<file path="src/core/timer_pkg.sv">
// Package with register map, field positions, reset values and shared types of the 16-bit timer.
//
// Notes on behaviour
// RULE1 - The counter runs as an internally clocked timer, a synchronous external counter or an asynchronous external counter.
// RULE2 - The timer event fires when the count matches the period and, in gated mode, when the gate input falls.
// RULE3 - Software stops the timer, sets prescale, source, gating, sync and period, enables the interrupt, then starts it.
// RULE4 - Writing one to control bit 15 starts the counter and writing zero stops it.
// RULE5 - With the idle-halt bit set the counter stops while the chip is idle; cleared, it keeps running.
// RULE6 - With the clock-source bit set, bits 9-8 pick generic input (11), low-power RC (10), dedicated pin (01) or secondary osc (00).
// RULE7 - The gated-accumulate bit enables gated accumulation with the internal clock and is ignored with an external one.
// RULE8 - The prescale field at bits 5-4 divides by 256 (11), 64 (10), 8 (01) or 1 (00).
// RULE9 - With an external clock, bit 2 set synchronizes the input, clear leaves it unsynchronized; ignored for the internal clock.
// RULE10 - Bit 1 set picks the extended source, clear picks the internal clock at the system rate divided by two.
// RULE11 - Control bits 14, 12-10, 7, 3 and 0 ignore writes and read as zero.
// RULE12 - The counter serves as the real-time-clock time base as well as a free-running interval timer.
// RULE13 - The counter may keep running while the processor idles or sleeps, subject to idle-halt.
// RULE14 - A control write while the timer runs resets the prescale counter.
// RULE15 - Each prescaled tick increments the count; on a period match the count returns to zero and the flag is set.
// RULE16 - In gated mode prescaled internal ticks count only while the gate is high, and the gate's fall sets the flag.
package timer_pkg;

  // ----------------------------------------------------------------
  // Register offsets
  // ----------------------------------------------------------------
  localparam logic [7:0] CONTROL_OFFSET    = 8'h00;
  localparam logic [7:0] PERIOD_OFFSET     = 8'h04;
  localparam logic [7:0] COUNT_OFFSET      = 8'h08;
  localparam logic [7:0] IRQ_STATUS_OFFSET = 8'h0C;
  localparam logic [7:0] IRQ_MASK_OFFSET   = 8'h10;

  // ----------------------------------------------------------------
  // Control fields
  // ----------------------------------------------------------------
  localparam int RUN_BIT       = 15;
  localparam int IDLE_HALT_BIT = 13;
  localparam int EXT_SRC_LSB   = 8;
  localparam int GATE_BIT      = 6;
  localparam int PRESCALE_LSB  = 4;
  localparam int SYNC_BIT      = 2;
  localparam int SRC_BIT       = 1;
  localparam logic [15:0] CONTROL_WMASK = 16'hA376;
  localparam logic [15:0] CONTROL_RESET = 16'h0000;
  localparam logic [15:0] PERIOD_RESET  = 16'hFFFF;

  // ----------------------------------------------------------------
  // Interrupt status bits
  // ----------------------------------------------------------------
  localparam int IRQ_MATCH_BIT = 0;
  localparam int IRQ_GATE_BIT  = 1;
  localparam int IRQ_WIDTH     = 2;

  // ----------------------------------------------------------------
  // Prescale ratios and clocks
  // ----------------------------------------------------------------
  localparam logic [7:0] DIV_256 = 8'hFF;
  localparam logic [7:0] DIV_64  = 8'h3F;
  localparam logic [7:0] DIV_8   = 8'h07;
  localparam logic [7:0] DIV_1   = 8'h00;
  localparam int CLK_PERIOD_NS  = 8;
  localparam int INT_CLK_DIVIDE = 2;

  // External clock choices.
  typedef enum logic [1:0] {
    SRC_SECONDARY = 2'h0,
    SRC_DEDICATED = 2'h1,
    SRC_LOW_POWER_RC_OSC      = 2'h2,
    SRC_GENERIC   = 2'h3
  } ext_src_t;

  // Decoded control word shared by the counter core.
  typedef struct packed {
    logic       run;
    logic       idle_halt;
    ext_src_t   ext_source_select;
    logic       gated_accumulate;
    logic [1:0] prescale_select;
    logic       ext_clock_sync;
    logic       clock_source_select;
  } timer_cfg_t;

endpackage

</file>
<file path="src/core/general_purpose_16bit_timer.sv">
// Top of the 16-bit timer: APB registers, clock select, counter and interrupt.
//
// Decided for this implementation: the APB slave port and the register addresses.
`timescale 1ns/100ps
module general_purpose_16bit_timer
  import timer_pkg::*;
#(
  parameter int COUNT_WIDTH = 16
) (
  // Clock and reset
  input  wire logic        core_clk,
  input  wire logic        rst,
  // APB slave
  input  wire logic        psel,
  input  wire logic        penable,
  input  wire logic        pwrite,
  input  wire logic [7:0]  paddr,
  input  wire logic [31:0] pwdata,
  output logic      [31:0] prdata,
  output logic             pready,
  output logic             pslverr,
  // External clock sources and gate
  input  wire logic        generic_timer_input,
  input  wire logic        low_power_rc_osc,
  input  wire logic        dedicated_clock_pin,
  input  wire logic        secondary_osc,
  input  wire logic        gate_in,
  // Chip power state
  input  wire logic        cpu_idle,
  // Outputs
  output logic             irq,
  output logic             rtc_tick
);

  // ----------------------------------------------------------------
  // Registers
  // ----------------------------------------------------------------
  logic [15:0]            timer_control_reg;
  logic [COUNT_WIDTH-1:0] period_value_reg;
  logic [COUNT_WIDTH-1:0] count_reg;
  logic [IRQ_WIDTH-1:0]   irq_status_reg;
  logic [IRQ_WIDTH-1:0]   irq_mask_reg;
  logic                   half_reg;
  timer_cfg_t             cfg;

  logic apb_access;
  logic apb_write;
  logic ctrl_write;
  logic known_addr;

  // Decodes whether an offset is a mapped register.
  // Shared by the write decode and the error response.
  function automatic logic is_mapped(input logic [7:0] addr);
    is_mapped = (addr == CONTROL_OFFSET) || (addr == PERIOD_OFFSET) || (addr == COUNT_OFFSET) ||
                (addr == IRQ_STATUS_OFFSET) || (addr == IRQ_MASK_OFFSET);
  endfunction

  // Access phase decode; the slave takes the access in the first access cycle and answers one cycle later.
  // Gating with pready stops a second take while the answer stands.
  assign apb_access = psel && penable && !pready;
  assign apb_write  = apb_access && pwrite && is_mapped(paddr);
  assign ctrl_write = apb_write && (paddr == CONTROL_OFFSET);
  assign known_addr = is_mapped(paddr);

  // Control word fields.
  // This is only a view of the control register and holds no state.
  assign cfg.run                 = timer_control_reg[RUN_BIT];
  assign cfg.idle_halt           = timer_control_reg[IDLE_HALT_BIT];
  assign cfg.ext_source_select   = ext_src_t'(timer_control_reg[EXT_SRC_LSB +: 2]);
  assign cfg.gated_accumulate    = timer_control_reg[GATE_BIT];
  assign cfg.prescale_select     = timer_control_reg[PRESCALE_LSB +: 2];
  assign cfg.ext_clock_sync      = timer_control_reg[SYNC_BIT];
  assign cfg.clock_source_select = timer_control_reg[SRC_BIT];

  // ----------------------------------------------------------------
  // APB handshake
  // ----------------------------------------------------------------

  // Ready and error pulse for one cycle per access.
  // One wait state: ready rises the cycle after the first access cycle.
  always_ff @(posedge core_clk) begin
    if (rst) begin
      pready  <= 1'b0;
      pslverr <= 1'b0;
    end else begin
      pready  <= apb_access;
      pslverr <= apb_access && !known_addr;
    end
  end

  // Read data, zero for unmapped offsets and unimplemented bits.
  // The value holds until the next read, so a slow master still sees it.
  always_ff @(posedge core_clk) begin
    if (rst) begin
      prdata <= 32'h0000_0000;
    end else if (apb_access && !pwrite) begin
      unique case (paddr)
        CONTROL_OFFSET:    prdata <= {16'h0000, timer_control_reg}; // see RULE11
        PERIOD_OFFSET:     prdata <= 32'(period_value_reg);
        COUNT_OFFSET:      prdata <= 32'(count_reg);
        IRQ_STATUS_OFFSET: prdata <= 32'(irq_status_reg);
        IRQ_MASK_OFFSET:   prdata <= 32'(irq_mask_reg);
        default:           prdata <= 32'h0000_0000;
      endcase
    end
  end

  // Control register; only implemented bits take writes.
  // Reserved bits are dropped on the way in, so reads need no gating.
  always_ff @(posedge core_clk) begin
    if (rst) begin
      timer_control_reg <= CONTROL_RESET;
    end else if (ctrl_write) begin
      timer_control_reg <= pwdata[15:0] & CONTROL_WMASK; // see RULE4, see RULE11
    end
  end

  // Period and mask registers.
  // A period below the count only matches after the count wraps at the top.
  always_ff @(posedge core_clk) begin
    if (rst) begin
      period_value_reg <= COUNT_WIDTH'(PERIOD_RESET);
      irq_mask_reg     <= '0;
    end else if (apb_write) begin
      if (paddr == PERIOD_OFFSET) begin
        period_value_reg <= pwdata[COUNT_WIDTH-1:0];
      end
      if (paddr == IRQ_MASK_OFFSET) begin
        irq_mask_reg <= pwdata[IRQ_WIDTH-1:0];
      end
    end
  end

  // ----------------------------------------------------------------
  // Clock source selection
  // ----------------------------------------------------------------
  logic [3:0] ext_level;
  logic [3:0] ext_rise;
  logic       gate_level;
  logic       gate_fall;
  logic       raw_sel_reg;
  logic       raw_last_reg;
  logic       sel_level;
  logic       sel_rise;
  logic       src_tick;
  logic       pre_tick;
  logic       enabled;
  logic       gated;

  // Synchronisers for the four external sources.
  // Each source keeps its own synchroniser, so a switch needs no settling.
  genvar gi;
  generate
    for (gi = 0; gi < 4; gi++) begin : g_ext
      logic src_pin;
      assign src_pin = (gi == 0) ? secondary_osc : (gi == 1) ? dedicated_clock_pin :
                       (gi == 2) ? low_power_rc_osc : generic_timer_input;
      timer_edge_sync u_sync (
        .core_clk (core_clk),
        .rst      (rst),
        .async_in (src_pin),
        .level    (ext_level[gi]),
        .rise     (ext_rise[gi]),
        .fall     ()
      );
    end
  endgenerate

  // Gate input synchroniser.
  // Its falling edge shows about two cycles after the pin falls.
  timer_edge_sync u_gate_sync (
    .core_clk (core_clk),
    .rst      (rst),
    .async_in (gate_in),
    .level    (gate_level),
    .rise     (),
    .fall     (gate_fall)
  );

  // Unsynchronized path: one extra flop behind the selected synchronised level.
  // Pins still pass two flops first, so this mode differs only in lag, never in safety.
  always_ff @(posedge core_clk) begin
    if (rst) begin
      raw_sel_reg  <= 1'b0;
      raw_last_reg <= 1'b0;
    end else begin
      raw_sel_reg  <= ext_level[cfg.ext_source_select]; // see RULE6
      raw_last_reg <= raw_sel_reg;
    end
  end

  // Internal clock is core_clk divided by two.
  // It runs freely, so the first tick after a start may come a cycle late.
  always_ff @(posedge core_clk) begin
    if (rst) begin
      half_reg <= 1'b0;
    end else begin
      half_reg <= ~half_reg; // see RULE10
    end
  end

  // Chooses the source tick for the prescaler.
  // An external clock must stay below half the core rate to be counted.
  always_comb begin
    sel_level = raw_sel_reg;
    sel_rise  = raw_sel_reg & ~raw_last_reg;
    if (!cfg.clock_source_select) begin
      src_tick = half_reg; // see RULE10, see RULE1
    end else if (cfg.ext_clock_sync) begin
      src_tick = ext_rise[cfg.ext_source_select]; // see RULE9, see RULE6
    end else begin
      src_tick = sel_rise && sel_level; // see RULE9
    end
  end

  // Timer runs in sleep; idle halts it only if asked.
  // Sleep does not stop core_clk here, so only the idle halt can hold it.
  assign enabled = cfg.run && !(cfg.idle_halt && cpu_idle); // see RULE5, see RULE13
  assign gated   = cfg.gated_accumulate && !cfg.clock_source_select; // see RULE7

  // Prescaler, cleared by any control write.
  // Gate and idle act on its input, so the divider keeps its phase while held.
  timer_prescaler u_prescaler (
    .core_clk        (core_clk),
    .rst             (rst),
    .clear           (ctrl_write || !cfg.run), // see RULE14
    .in_tick         (src_tick && enabled && (!gated || gate_level)), // see RULE16
    .prescale_select (cfg.prescale_select),
    .out_tick        (pre_tick)
  );

  // ----------------------------------------------------------------
  // Counter and events
  // ----------------------------------------------------------------
  logic match_event;
  logic gate_event;

  // The compare sees the count before the step: period P gives P+1 ticks.
  assign match_event = pre_tick && (count_reg == period_value_reg); // see RULE15, see RULE2
  assign gate_event  = gated && cfg.run && gate_fall; // see RULE16, see RULE2

  // Counter increments per tick and wraps on period match.
  // A software load beats a tick in the same cycle, so a loaded count is kept.
  always_ff @(posedge core_clk) begin
    if (rst) begin
      count_reg <= '0;
    end else if (apb_write && paddr == COUNT_OFFSET) begin
      count_reg <= pwdata[COUNT_WIDTH-1:0];
    end else if (match_event) begin
      count_reg <= '0; // see RULE15
    end else if (pre_tick) begin
      count_reg <= count_reg + 1'b1;
    end
  end

  // Sticky status, write one to clear; a new event wins.
  // A clear that meets an event loses, so no event is ever dropped.
  always_ff @(posedge core_clk) begin
    if (rst) begin
      irq_status_reg <= '0;
    end else begin
      for (int i = 0; i < IRQ_WIDTH; i++) begin
        if ((i == IRQ_MATCH_BIT && match_event) || (i == IRQ_GATE_BIT && gate_event)) begin
          irq_status_reg[i] <= 1'b1;
        end else if (apb_write && paddr == IRQ_STATUS_OFFSET && pwdata[i]) begin
          irq_status_reg[i] <= 1'b0;
        end
      end
    end
  end

  // Interrupt output, high while an unmasked status bit stands.
  always_ff @(posedge core_clk) begin
    if (rst) begin
      irq <= 1'b0;
    end else begin
      irq <= |(irq_status_reg & irq_mask_reg); // see RULE2
    end
  end

  // Real-time-clock time base, one pulse a cycle after each period match.
  always_ff @(posedge core_clk) begin
    if (rst) begin
      rtc_tick <= 1'b0;
    end else begin
      rtc_tick <= match_event; // see RULE12
    end
  end
endmodule

</file>
<file path="src/core/timer_edge_sync.sv">
// Two-flop synchroniser with rising and falling edge detect.
`timescale 1ns/100ps
module timer_edge_sync
  import timer_pkg::*;
(
  // Clock and reset
  input  wire logic core_clk,
  input  wire logic rst,
  // Asynchronous level in, synchronous level and edges out
  input  wire logic async_in,
  output logic      level,
  output logic      rise,
  output logic      fall
);

  logic meta_reg;
  logic sync_reg;
  logic last_reg;

  // Meta flop feeds only the second flop.
  always_ff @(posedge core_clk) begin
    if (rst) begin
      meta_reg <= 1'b0;
      sync_reg <= 1'b0;
      last_reg <= 1'b0;
    end else begin
      meta_reg <= async_in;
      sync_reg <= meta_reg;
      last_reg <= sync_reg;
    end
  end

  // Edges derived from the stable copies.
  assign level = sync_reg;
  assign rise  = sync_reg & ~last_reg;
  assign fall  = ~sync_reg & last_reg;

endmodule

</file>
<file path="src/core/timer_prescaler.sv">
// Prescale divider producing one-cycle tick enables.
`timescale 1ns/100ps
module timer_prescaler
  import timer_pkg::*;
(
  // Clock and reset
  input  wire logic       core_clk,
  input  wire logic       rst,
  // Control
  input  wire logic       clear,
  input  wire logic       in_tick,
  input  wire logic [1:0] prescale_select,
  // Divided tick
  output logic            out_tick
);

  logic [7:0] div_reg;
  logic [7:0] limit;

  // Terminal count for each prescale setting.
  always_comb begin
    unique case (prescale_select)
      2'h3: limit = DIV_256;
      2'h2: limit = DIV_64;
      2'h1: limit = DIV_8;
      2'h0: limit = DIV_1;
    endcase
  end

  // Counts input ticks and wraps at the limit.
  always_ff @(posedge core_clk) begin
    if (rst || clear) begin
      div_reg <= 8'h00;
    end else if (in_tick) begin
      div_reg <= (div_reg >= limit) ? 8'h00 : div_reg + 8'h01;
    end
  end

  assign out_tick = in_tick && (div_reg >= limit); // see RULE8

endmodule

</file>
<file path="config.mk">
export PLATFORM = sky130hd
export DESIGN_NAME = general_purpose_16bit_timer
export DESIGN_NICKNAME = d
export VERILOG_FILES = /design/src/core/timer_pkg.sv /design/src/core/general_purpose_16bit_timer.sv /design/src/core/timer_edge_sync.sv /design/src/core/timer_prescaler.sv
export SDC_FILE = /design/constraint.sdc
export NUM_CORES = 1
export LEC_CHECK = 0
export ABC_AREA = 1
export BUFFER_PORTS_ARGS = -buffer_cell sky130_fd_sc_hd__buf_4
export CORE_ASPECT_RATIO = 0.6
export CORE_MARGIN = 2
export CORE_UTILIZATION = 45
export DETAILED_ROUTE_END_ITERATION = 10
export MAX_ROUTING_LAYER = met4
export PLACE_DENSITY = 0.68
export SLEW_MARGIN = 25
export SYNTH_ARGS = -nofsm -noshare
export SYNTH_HDL_FRONTEND = slang
export SYNTH_SLANG_ARGS = --single-unit
</file>
<file path="constraint.sdc">
create_clock -name core_clk -period 2 [get_ports core_clk]
set_input_delay 0.2 -clock core_clk [delete_from_list [all_inputs] [get_ports core_clk]]
set_output_delay 0.2 -clock core_clk [all_outputs]
set_load 0.005 [all_outputs]
</file>
Yosys cells after proc, flatten, opt, wreduce, memory -nomap -nowiden
Index checks and enable logic that the tools add are counted.

Add/subtract/negate cells: 2. Magnitude comparators: 2. Equality and inequality tests: 8. Muxes and demuxes: 16. Bitwise logic cells: 14. Reduce and logical (&&, ||, !) cells: 43.

Operator list (count): $pmux 16 s5 (1); $mux 16 (3); $pmux 8 s4 (1); $logic_and 1x1->1 (21); $add 16x1->16 const B (1); $eq 16x16->1 (1); $eq 8x4->1 const B (2); $add 8x1->8 const B (1); $eq 8x3->1 const B (1); $eq 8x5->1 const B (1); $ge 8x8->1 (1); $logic_not 8->1 (1); $mux 1 (8); $mux 8 (1); $logic_not 1->1 (7); $logic_or 1x1->1 (7); $not 1->1 (7); $and 1x1->1 (6); $bmux 1 s2 (2); $eq 2x2->1 const B (2); $reduce_and 2->1 (2); $reduce_bool 2->1 (2); $lt 2x3->1 const B (1); $reduce_bool 3->1 (1); 4 further kinds (4).

Register bits after elaboration: 107. Input port bits: 51.

Depth between registers and ports, before layout
Gate-level depths: netlist of run 1.

Word-level depth: 12. Gate-level depth with buffers: 14. Depth with buffers taken out: 13.

Hierarchy
Synthesis of run 1 repeated with hierarchy kept, for this count alone.

Cell total of the unflattened synthesis: 732. Area total of the unflattened synthesis: 4899.7 um^2.

By module, submodules not included: general_purpose_16bit_timer (times used 1, cells an instance 597, area each 3910.0 um^2, sequential area each 1361.3 um^2); timer_prescaler (times used 1, cells an instance 75, area each 520.5 um^2, sequential area each 160.2 um^2); timer_edge_sync (times used 5, cells an instance 12, area each 93.8 um^2, sequential area each 60.1 um^2).

Least setup slack after synthesis of run 1
Ideal clock, no wire load.

Path type: reg2reg. Start point: register timer_control_reg[5]. End point: register count_reg[12]. Arrival: 1517 ps. Setup slack: 373 ps. Cell stages (with the launch flop): 13. Buffers on the path: 1. Clock period less this slack: 1627 ps. Path through: dfxtp_1 > nand2_1 > ha_1 > nand2_1 > a21oi_1 > nand2_1 > nand2_2 > nand2_2 > buf_2 > nand3_1 > nand3_1 > nand2_1 > inv_1.

Word-level cells in the longest chain between the ends: 7.

Ends and longest elaborated chain: start, declared (RTL line general_purpose_16bit_timer.sv:38) `logic [15:0] timer_control_reg;`; start signal, assigned (RTL line general_purpose_16bit_timer.sv:114) `timer_control_reg <= pwdata[15:0] & CONTROL_WMASK;`; $eq 2x1->1 (tied with other cells) (RTL line timer_prescaler.sv:22) `unique case (prescale_select)`; $pmux 8 s4 * (RTL line timer_prescaler.sv:22); $ge 8x8->1 * (RTL line timer_prescaler.sv:39) `assign out_tick = in_tick && (div_reg >= limit);`; $logic_and 1x1->1 * (RTL line timer_prescaler.sv:39); $logic_and 1x1->1 (RTL line general_purpose_16bit_timer.sv:239) `assign match_event = pre_tick && (count_reg == period_value_reg);`; $mux 16 (RTL line general_purpose_16bit_timer.sv:249) `end else if (match_event) begin`; $mux 16 (RTL line general_purpose_16bit_timer.sv:247) `end else if (apb_write && paddr == COUNT_OFFSET) begin`; end signal, assigned (RTL line general_purpose_16bit_timer.sv:248) `count_reg <= pwdata[COUNT_WIDTH-1:0];`; end signal, assigned (RTL line general_purpose_16bit_timer.sv:252) `count_reg <= count_reg + 1'b1;`; end, declared (RTL line general_purpose_16bit_timer.sv:40) `logic [COUNT_WIDTH-1:0] count_reg;`.

Every way passes the cells marked *; elsewhere a longest branch is shown, timed or not. A chain may end at the register's enable or synchronous reset.

Worst setup path in the final report of run 1
Start point: register timer_control_reg[5]. End point: register count_reg[9].

Same word-level chain as after synthesis.

==> summary.md, run 1 <==
| Metric | Value |
|---|---|
| Hold Crit Class | input pin to register |
| DRT Wirelength | 13560 um |
| Hold Path Stages | 3 |
| Total grt overflow | 0 |
| Final Cycle Share | 0.9349 |
| CTS clk-pin slew, worst paths | approximately 0.070 ns |
| Die area | 11560 um2 |
| P_leak | about 2.6 nW |
| Crit path top cell by count | nand2_1 |
| Yosys cell types | 38 |
| CP endpoint kind | register |
| CP Depth | 13 |
| Gate Count Post-Synth | a little over 700 |
| Max VDD drop | just over 0.0004 V |
| YS warnings | 0 |
| Core area | 10490 um2 |
| Drt via density | 5.151 |
| Die Ht | about 84 um |
| Routed Antenna Nets | 0 |
| Layout Nets | 823 |
| WP data required | between 2 and 2.5 ns |
| Global-route wire length before repair | between 20000 and 25000 um |
| Htree depth | 3 |
| Status | finished, final reports clean |
| Largest net degree at the start of global routing | 53 |
| Crit path kind | register to register |
| Synthesized area | 4811 um2 |
| Number of port buffers | 54 |
| R2r startpoint | timer_control_reg[5]$_SDFFE_PP0P_ |
| Total CTS buffers | 9 |
| Tmin final | ~1.9 ns |
| Iteration-0 DRC Markers | 394 |
| Area grow syn2layout | 19.27% |
| Routability cong. | 0.9116 |
| DRC | 0 |
| Startpoint types | register |
| DR WL/cell | about 15 um |
| Via count | 4693 |
| Detail Placement HPWL | around 9900 um |
| Crit path from | timer_control_reg[5]$_SDFFE_PP0P_ |
| IO Count | a little under 90 |
| Synth top area cells | dfxtp_1, nand2_1, inv_1, nand3_1, nor2_1 |
| Synthesized flop and latch total | 91 |
| Worst path slowest cell | dfxtp_4 |
| PnR worst setup slack | 0.1303 ns |
| CP top delay family | simple AND/OR/NAND/NOR gates |
| Post-Place Cells | around 890 |
| Crit-path cells | nand2_1 > ha_1 > nand2_1 > a21oi_1 > nand2_1 > nand2_4 > inv_2 > nor2_4 > buf_12 > nand3_1 > nand3_1 > nand2_1 > inv_1 |
| Non-filler cells, final | a little over 900 |
| Final slew viol count | 0 |
| Row Count | 29 |
| # Max-Cap Violations | 0 |
| Antenna violations before repair | 0 |
| R2R Setup Slk | 0.13 ns |
| Worst-Margin Slew | about 0.55 ns |
| Slew headroom | 0.6336 |
| Max stage delay on crit path | 0.36 ns |
| Clock root cell | clkbuf_16 |
| Top cell type by total area after synthesis | dfxtp_1 |
| CTS tree | done |
| Filler cell count in the final layout | ~1000 |
| TritonRoute pass-1 iters | 5 |
| Most common cell in the synthesized netlist | nand2_1 |
| Share of cells above drive strength 1 | 0.1645 |
| Clock Latency Late Sink | 0.35 ns |
| Post-synth top cells | nand2_1, inv_1, dfxtp_1 |
| Clk buf depth | 2 |
| Reg2Reg Depth | 13 |
| Vias in the first global route | around 4200 |
| Placement Setup Slack | 0.05930 ns |
| Number of diodes | 0 |
| Buffers & Inverters on Critical Path | 3 |
| R2R Path End | count_reg[9]$_SDFFE_PP0P_ |
| End of the critical path | count_reg[9]$_SDFFE_PP0P_ |
| Total GRT Usage | 0.2481 |
| RSZ-0062 raised after global routing | true |
| Layout Skew | 0.004699 ns |
| Starting Density | 0.4588 |
| Final setup vio count | 0 |
| Clock Sinks | 91 |
| Cell Pwr Density | roughly 640 nW/um2 |
| Part of the Yosys area used for sequential elements | 0.3787 |
| Highest Clock Rate | between 0.5 and 0.6 GHz |
| Post-synth EDFFs | 0 |
| Worst path arrival time | 2.17 ns |
| Avg Cell Area, Syn | 6.824 um2 |
| Worst-path fanout max | 12 |
| Ys async rst share | 0 |
| Hold Violations, Final | 0 |
| Main synth FF type | dfxtp_1 |
| Die width | roughly 140 um |
| Synth top area share | 0.3787 |
-- kinds of logic after synthesis --
kind of cell / share of synthesized area
buf+inv: 0.1352
fa+ha+maj: 0.01300
xor+xnor: 0.03641
flops: 0.3787
compound gates: 0.1176
other cells: 0.0007795
simple gates: 0.3183
-- worst reg2reg max path: cells and delay by family (launching register included) --
family | cells | cell delay, ns
and+or+nand+nor | 8 | 0.78
DFF | 1 | 0.36
adders and majority gates | 1 | 0.29
buffers and inverters | 3 | 0.27
AOI/OAI and AO/OA | 1 | 0.12
-- cell usage in the layout (no fill, tap or decap), types with 2 or more instances in the layout --
cell,n
inv_6,3
nor3_2,2
nor2_4,4
clkbuf_16,9
nand3_1,73
a22o_1,2
buf_4,77
xor2_1,10
nand2_1,162
nor3_1,8
o211ai_1,13
nand3_2,3
o21ai_0,16
nand2_2,3
o22ai_1,13
buf_12,2
nand4_1,5
nand2_4,4
inv_2,6
a21oi_1,32
inv_8,2
ha_1,4
dfxtp_2,2
nor2_1,77
inv_1,99
nor2_2,3
o21ai_1,2
a211oi_1,10
xnor2_1,10
dfxtp_1,88
conb_1,16
-- layer usage --
layer / vias to the layer above / part of all wire / track usage
met2: 243 / 0.38 / 0.3211
met1: 2092 / 0.50 / 0.3668
met3: 22 / 0.11 / 0.08561
met4: 0 / 0.0096 / 0.04967
li1: 2336 / - / -
met5: - / 0 / -
-- where the power goes --
part | internal [mW] | switching (mW) | total, mW
Sequential | 1.83 | 0.00741 | 1.83
Combinational | 0.0660 | 0.0994 | 0.165
Clock | 0.883 | 0.819 | 1.70
-- worst min path at each step --
stage                                   startpoint                             endpoint  slack (ns)
6_report                       dedicated_clock_pin  g_ext[1].u_sync.meta_reg$_SDFF_PP0_        0.04
5_1_grt                        generic_timer_input  g_ext[3].u_sync.meta_reg$_SDFF_PP0_        0.04
4_1_cts                        dedicated_clock_pin  g_ext[1].u_sync.meta_reg$_SDFF_PP0_        0.04
3_5_place_dp   g_ext[1].u_sync.meta_reg$_SDFF_PP0_     g_ext[1].u_sync.level$_SDFF_PP0_        0.39
3_3_place_gp   g_ext[1].u_sync.meta_reg$_SDFF_PP0_     g_ext[1].u_sync.level$_SDFF_PP0_        0.39
2_1_floorplan                        secondary_osc  g_ext[0].u_sync.meta_reg$_SDFF_PP0_        0.31
-- per-stage QoR --
stage          total power, mW  cell area (um2)  hold WS, ns  setup TNS (ns)  utilization
3_5_place_dp             2.041             5370       0.3923               0       0.5121
2_1_floorplan            1.967             4867       0.3070               0            -
4_1_cts                  3.744             5665      0.04217               0       0.5403
3_3_place_gp             2.037             5370       0.3895               0       0.5121
6_report                 3.701             5738      0.04422               0       0.5472
5_1_grt                  3.834             5738      0.04298        -0.04302       0.5472
-- layout make-up --
type,count,area (um2),share of cell area
Timing Repair Buffer,79,618.1,0.1077
Inverter,105,394.1,0.06869
Multi-Input combinational cell,481,2429,0.4232
Clock buffer,9,225.2,0.03925
Sequential cell,91,1828,0.3186
Tap cell,139,173.9,0.03031
Clock inverter,7,70.07,0.01221
-- repair_timing --
item | CTS | global route
setup endpoints to repair | 0 | 22
setup buffers | 0 | 3
hold buffers | 0 | 0
resized for setup | 0 | 11
Note: power is estimated with default switching activity, not from simulation.
==> run 2: changes to the inputs <==
CORE_MARGIN = 4   (was 2)
==> run 2 against run 1 <==
  * Sequential share of layout area decreased by 0.13 points
  * Routed wire length is 1.3% higher
  * Clock power is 3% higher
  * Combinational power is essentially flat
  * Critical path depth is 5 lower
  * Critical path type unchanged
  * Hold slack gained 0.0021 ns
==> summary.md, run 2 (synthesized netlist as in run 1, its figures left out) <==
| Metric | Value |
|---|---|
| Worst-path fanout max | 5 |
| Starting Density | 0.4752 |
| Crit path top cell by count | nor2_1 |
| Max stage delay on crit path | 0.37 ns |
| CTS tree | done |
| Hold Crit Class | input pin to register |
| IO Count | 87 |
| Crit path kind | register to register |
| Die Ht | about 88 um |
| Layout Nets | 821 |
| Slew headroom | 0.6158 |
| Clk buf depth | 2 |
| Via count | about 4700 |
| Routed Antenna Nets | 0 |
| Hold_ws | about 0.046 ns |
| Total grt overflow | 0 |
| Htree depth | 3 |
| Tmin final | between 1.5 and 2 ns |
| TritonRoute pass-1 iters | 6 |
| Crit-path cells | nand2_1 > ha_1 > a21oi_1 > nand2_4 > a21oi_1 > nor2_1 > nor2_1 > nor2_1 |
| Area grow syn2layout | 19.66% |
| Antenna violations before repair | 1 |
| CTS clk-pin slew, worst paths | 0.07 ns |
| Clock Latency Late Sink | between 0.3 and 0.4 ns |
| Layout Skew | ~0.0079 ns |
| Row Count | 28 |
| CP endpoint kind | register |
| Clock Sinks | 91 |
| Iteration-0 DRC Markers | around 480 |
| Buffers & Inverters on Critical Path | 0 |
| Final setup vio count | 0 |
| Detail Placement HPWL | ~10000 um |
| # Max-Cap Violations | 0 |
| Worst-Margin Slew | between 0.5 and 0.6 ns |
| RSZ-0062 raised after global routing | true |
| Worst path arrival time | around 2.1 ns |
| Startpoint types | register |
| Number of port buffers | 54 |
| Status | finished, final reports clean |
| Hold Violations, Final | 0 |
| DRT Wirelength | approximately 14000 um |
| Final slew viol count | 0 |
| Filler cell count in the final layout | 994 |
| DR WL/cell | approximately 15 um |
| Most common cell after layout, fill and taps aside | nand2_1 |
| P_leak | around 2.6 nW |
| # hold bufs at CTS | 0 |
| Most frequent cells in the layout | nand2_1, inv_1, dfxtp_1, nor2_1, buf_4 |
| Die area | 12460 um2 |
| Max VDD drop | ~0.00042 V |
| Highest Clock Rate | 0.5282 GHz |
| Drt via density | approximately 5.1 |
| DRC | 0 |
| CP top delay family | compound AO/OA/AOI/OAI gates |
| Die width | between 100 and 150 um |
| Vias in the first global route | between 4000 and 5000 |
| Share of cells above drive strength 1 | 0.1662 |
| Cell Pwr Density | between 600 and 700 nW/um2 |
| Worst path slowest cell | dfxtp_4 |
| Clock root cell | clkbuf_16 |
| Setup TNS | 0 ns |
| Total GRT Usage | 0.2288 |
| WP data required | approximately 2.2 ns |
| Largest net degree at the start of global routing | 53 |
| Global-route wire length before repair | roughly 22000 um |
| Routability cong. | roughly 0.92 |
| Final Cycle Share | 0.9466 |
| Core area | approximately 10000 um2 |
| Total CTS buffers | 9 |
==> run 2: cell types whose count changed in the layout (fill, tap and decap cells not counted), moves of 2 or more <==
| cell | previous run | this run |
|---|---|---|
| nand3_1 | 73 | 70 |
| clkinvlp_4 | 0 | 2 |
| buf_4 | 77 | 74 |
| nor2_1 | 77 | 75 |
| nand3_2 | 3 | 6 |
| nor2_4 | 4 | 6 |
| inv_6 | 3 | 1 |
==> run 2: path summary, 6_finish.rpt <==
kind | slack [ns] | start | end | depth (start not counted)
min reg2reg | 0.40 | g_ext[0].u_sync.meta_reg$_SDFF_PP0_ | g_ext[0].u_sync.level$_SDFF_PP0_ | 2
max | 0.11 | timer_control_reg[5]$_SDFFE_PP0P_ | count_reg[11]$_SDFFE_PP0P_ | 8
min | 0.05 | secondary_osc | g_ext[0].u_sync.meta_reg$_SDFF_PP0_ | 3
max reg2reg | 0.11 | timer_control_reg[5]$_SDFFE_PP0P_ | count_reg[11]$_SDFFE_PP0P_ | 8
==> run 2: stage by stage <==
stage | instances | power [mW] | setup WS, ns | instance area (um2) | util
2_1_floorplan | 720 | 1.967 | 0.3729 | 4867 | -
3_3_place_gp | 886 | 2.036 | 0.1293 | 5350 | 0.5284
3_5_place_dp | 886 | 2.039 | 0.07232 | 5350 | 0.5284
4_1_cts | 902 | 3.769 | 0.05535 | 5653 | 0.5583
5_1_grt | 906 | 3.872 | -0.04238 | 5757 | 0.5686
6_report | 906 | 3.750 | 0.1067 | 5757 | 0.5686
==> run 2: routing by layer <==
metal	track usage	routed length (um)
met1	0.3352	6861
met2	0.3063	5424
met3	0.07201	1302
met4	0.04355	144
met5	-	0
==> run 2: final cells by class <==
| class | instances | area [um2] | area share |
|---|---|---|---|
| diodes | 1 | 2.502 | 0.0004347 |
| clock buffers | 10 | 229.0 | 0.03977 |
| clock inverters | 6 | 73.82 | 0.01282 |
| inverters | 105 | 394.1 | 0.06846 |
| multi-input cells | 482 | 2466 | 0.4284 |
| flip-flops and latches | 91 | 1827 | 0.3173 |
| well taps | 135 | 168.9 | 0.02934 |
| repair buffers | 76 | 595.6 | 0.1035 |
==> run 2: what timing repair did <==
action,in CTS,in global routing
resized for setup,0,16
setup buffers,0,2
endpoints found under the setup margin,0,23
==> run 2: report_power, final <==
group	leakage, nW	switching (mW)	internal [mW]
clock network	0.141	0.765	0.985
registers	0.738	0.00721	1.83
logic	1.76	0.0999	0.0660
==> run 2: tightest hold or removal path, stage by stage <==
cell and delay (ns):
buf_4 0.07, inv_1 0.03, nor2_1 0.06
==> run 3: changes to the inputs <==
CTS_BUF_LIST = sky130_fd_sc_hd__clkbuf_16   (was default)
==> run 3 against run 2 <==
  * Sequential share of layout area is the same
  * Fmax grew 0.37%
  * Sequential power is essentially flat
  * Clock power is essentially flat
  * Clock skew is essentially flat
  * Register-to-register slack is essentially flat
  * Final cell count is the same
  * Hold slack is essentially flat
  * Global-route usage is the same
  * Routed wire length is essentially flat
  * Core utilization is the same
  * Largest cell class unchanged
  * Largest power group unchanged
  * Highest routed layer unchanged
==> summary.md, run 3 (synthesized netlist as in run 1, its figures left out) <==
| Metric | Value |
|---|---|
| Total grt overflow | 0 |
| Startpoint types | register |
| PnR worst setup slack | approximately 0.11 ns |
| Clock Latency Late Sink | roughly 0.35 ns |
| Die width | approximately 140 um |
| Final Cycle Share | 0.9431 |
| Layout Skew | ~0.0081 ns |
| P_leak | about 2.6 nW |
| Hold Crit Class | input pin to register |
| Routability cong. | about 0.92 |
| Detail Placement HPWL | 10130 um |
| Htree depth | 3 |
| Iteration-0 DRC Markers | between 400 and 500 |
| Core area | 10120 um2 |
| DRC | 0 |
| Routed Antenna Nets | 0 |
| Layout Nets | slightly above 800 |
| Tmin final | between 1.5 and 2 ns |
| CTS clk-pin slew, worst paths | about 0.070 ns |
| Clock root cell | clkbuf_16 |
| Most frequent cells in the layout | nand2_1, inv_1, dfxtp_1, nor2_1, buf_4 |
| Hold_ws | roughly 0.046 ns |
| Max VDD drop | 0.0004226 V |
| Starting Density | 0.4752 |
| FF/Latch Area | 1827 um2 |
| Multi-input gate area | roughly 2500 um2 |
| # hold bufs at CTS | 0 |
| Global-route wire length before repair | around 22000 um |
| Row Count | 28 |
| Filler cell count in the final layout | between 900 and 1000 |
| Cell Pwr Density | 650.6 nW/um2 |
| Status | finished, final reports clean |
| Slew headroom | 0.6229 |
| Highest Clock Rate | between 0.5 and 0.6 GHz |
| RSZ-0062 raised after global routing | true |
| Via count | between 4000 and 5000 |
| CTS tree | done |
| Die area | 12460 um2 |
| WP data required | between 2 and 2.5 ns |
| Final setup vio count | 0 |
| DRT Wirelength | about 14000 um |
| Number of port buffers | 54 |
| Total CTS buffers | 9 |
| Placement Setup Slack | between 0.07 and 0.08 ns |
| Clock Sinks | about 90 |
| Most common cell after layout, fill and taps aside | nand2_1 |
| Die Ht | roughly 90 um |
| Vias in the first global route | approximately 4200 |
| # Max-Cap Violations | 0 |
| Crit path kind | register to register |
| Drt via density | a little over 5 |
| CP endpoint kind | register |
| Share of cells above drive strength 1 | 0.1662 |
| Hold Violations, Final | 0 |
| Worst path arrival time | roughly 2.1 ns |
| DR WL/cell | between 15 and 20 um |
| Area grow syn2layout | 19.66% |
| Largest net degree at the start of global routing | 53 |
| Final slew viol count | 0 |
| Worst-Margin Slew | between 0.5 and 0.6 ns |
| Total GRT Usage | 0.2288 |
| Worst-path fanout max | 5 |
| TritonRoute pass-1 iters | 5 |
| Antenna violations before repair | 1 |
| Clk buf depth | 2 |
| IO Count | 87 |
==> run 3: changes by cell type in the layout (fill, tap and decap cells not counted), sizes merged <==
cell and delta:
clkbuf -1, inv +1
==> run 3: per-stage QoR <==
step / cells / total power, mW / setup TNS, ns / instance area (um2) / util
after floorplan: 720 / 1.967 / 0 / 4867 / -
after global placement: 886 / 2.036 / 0 / 5350 / 0.5284
after detailed placement: 886 / 2.039 / 0 / 5350 / 0.5284
after CTS: 902 / 3.765 / 0 / 5653 / 0.5583
after global routing: 906 / 3.867 / -0.1630 / 5757 / 0.5686
final: 906 / 3.745 / 0 / 5757 / 0.5686
==> run 3: final timing paths <==
check	startpoint	slack, ns	to	depth (start not counted)
worst max register to register	timer_control_reg[5]$_SDFFE_PP0P_	0.11	count_reg[11]$_SDFFE_PP0P_	8
worst min register to register	g_ext[0].u_sync.meta_reg$_SDFF_PP0_	0.40	g_ext[0].u_sync.level$_SDFF_PP0_	2
worst max-delay path	timer_control_reg[5]$_SDFFE_PP0P_	0.11	count_reg[11]$_SDFFE_PP0P_	8
worst min-delay path	secondary_osc	0.05	g_ext[0].u_sync.meta_reg$_SDFF_PP0_	3
==> run 3: metal layers <==
| metal | GRT usage | share of wire | wire, um | vias up |
|---|---|---|---|---|
| met3 | 0.07201 | 0.099 | 1361 | 18 |
| met4 | 0.04355 | 0.010 | 144 | 0 |
| met2 | 0.3063 | 0.40 | 5425 | 184 |
| met1 | 0.3352 | 0.49 | 6791 | 2121 |
| met5 | - | 0 | 0 | - |
| li1 | - | - | - | 2339 |
==> run 3: critical path, cell delays in order, from the launching register on <==
cell and delay [ns]:
dfxtp_4 0.37, nand2_1 0.07, ha_1 0.29, a21oi_1 0.25
nand2_4 0.13, a21oi_1 0.35, nor2_1 0.14, nor2_1 0.12
nor2_1 0.05
==> run 3: timing repair <==
action / in CTS / in global routing
endpoints found under the hold margin: 0 / 0
setup buffers: 0 / 2
resized for setup: 0 / 16
setup endpoints to repair: 0 / 23
==> run 3: cell type report <==
cell class / count / area share
Clock buffer: 9 / 0.03912
Clock inverter: 7 / 0.01348
Multi-Input combinational cell: 482 / 0.4284
Inverter: 105 / 0.06846
Sequential cell: 91 / 0.3173
Antenna cell: 1 / 0.0004347
Tap cell: 135 / 0.02934
Timing Repair Buffer: 76 / 0.1035
==> run 3: power by group <==
part           internal, mW  switching [mW]
clock                 0.980           0.766
sequential             1.83         0.00722
combinational        0.0660          0.0997
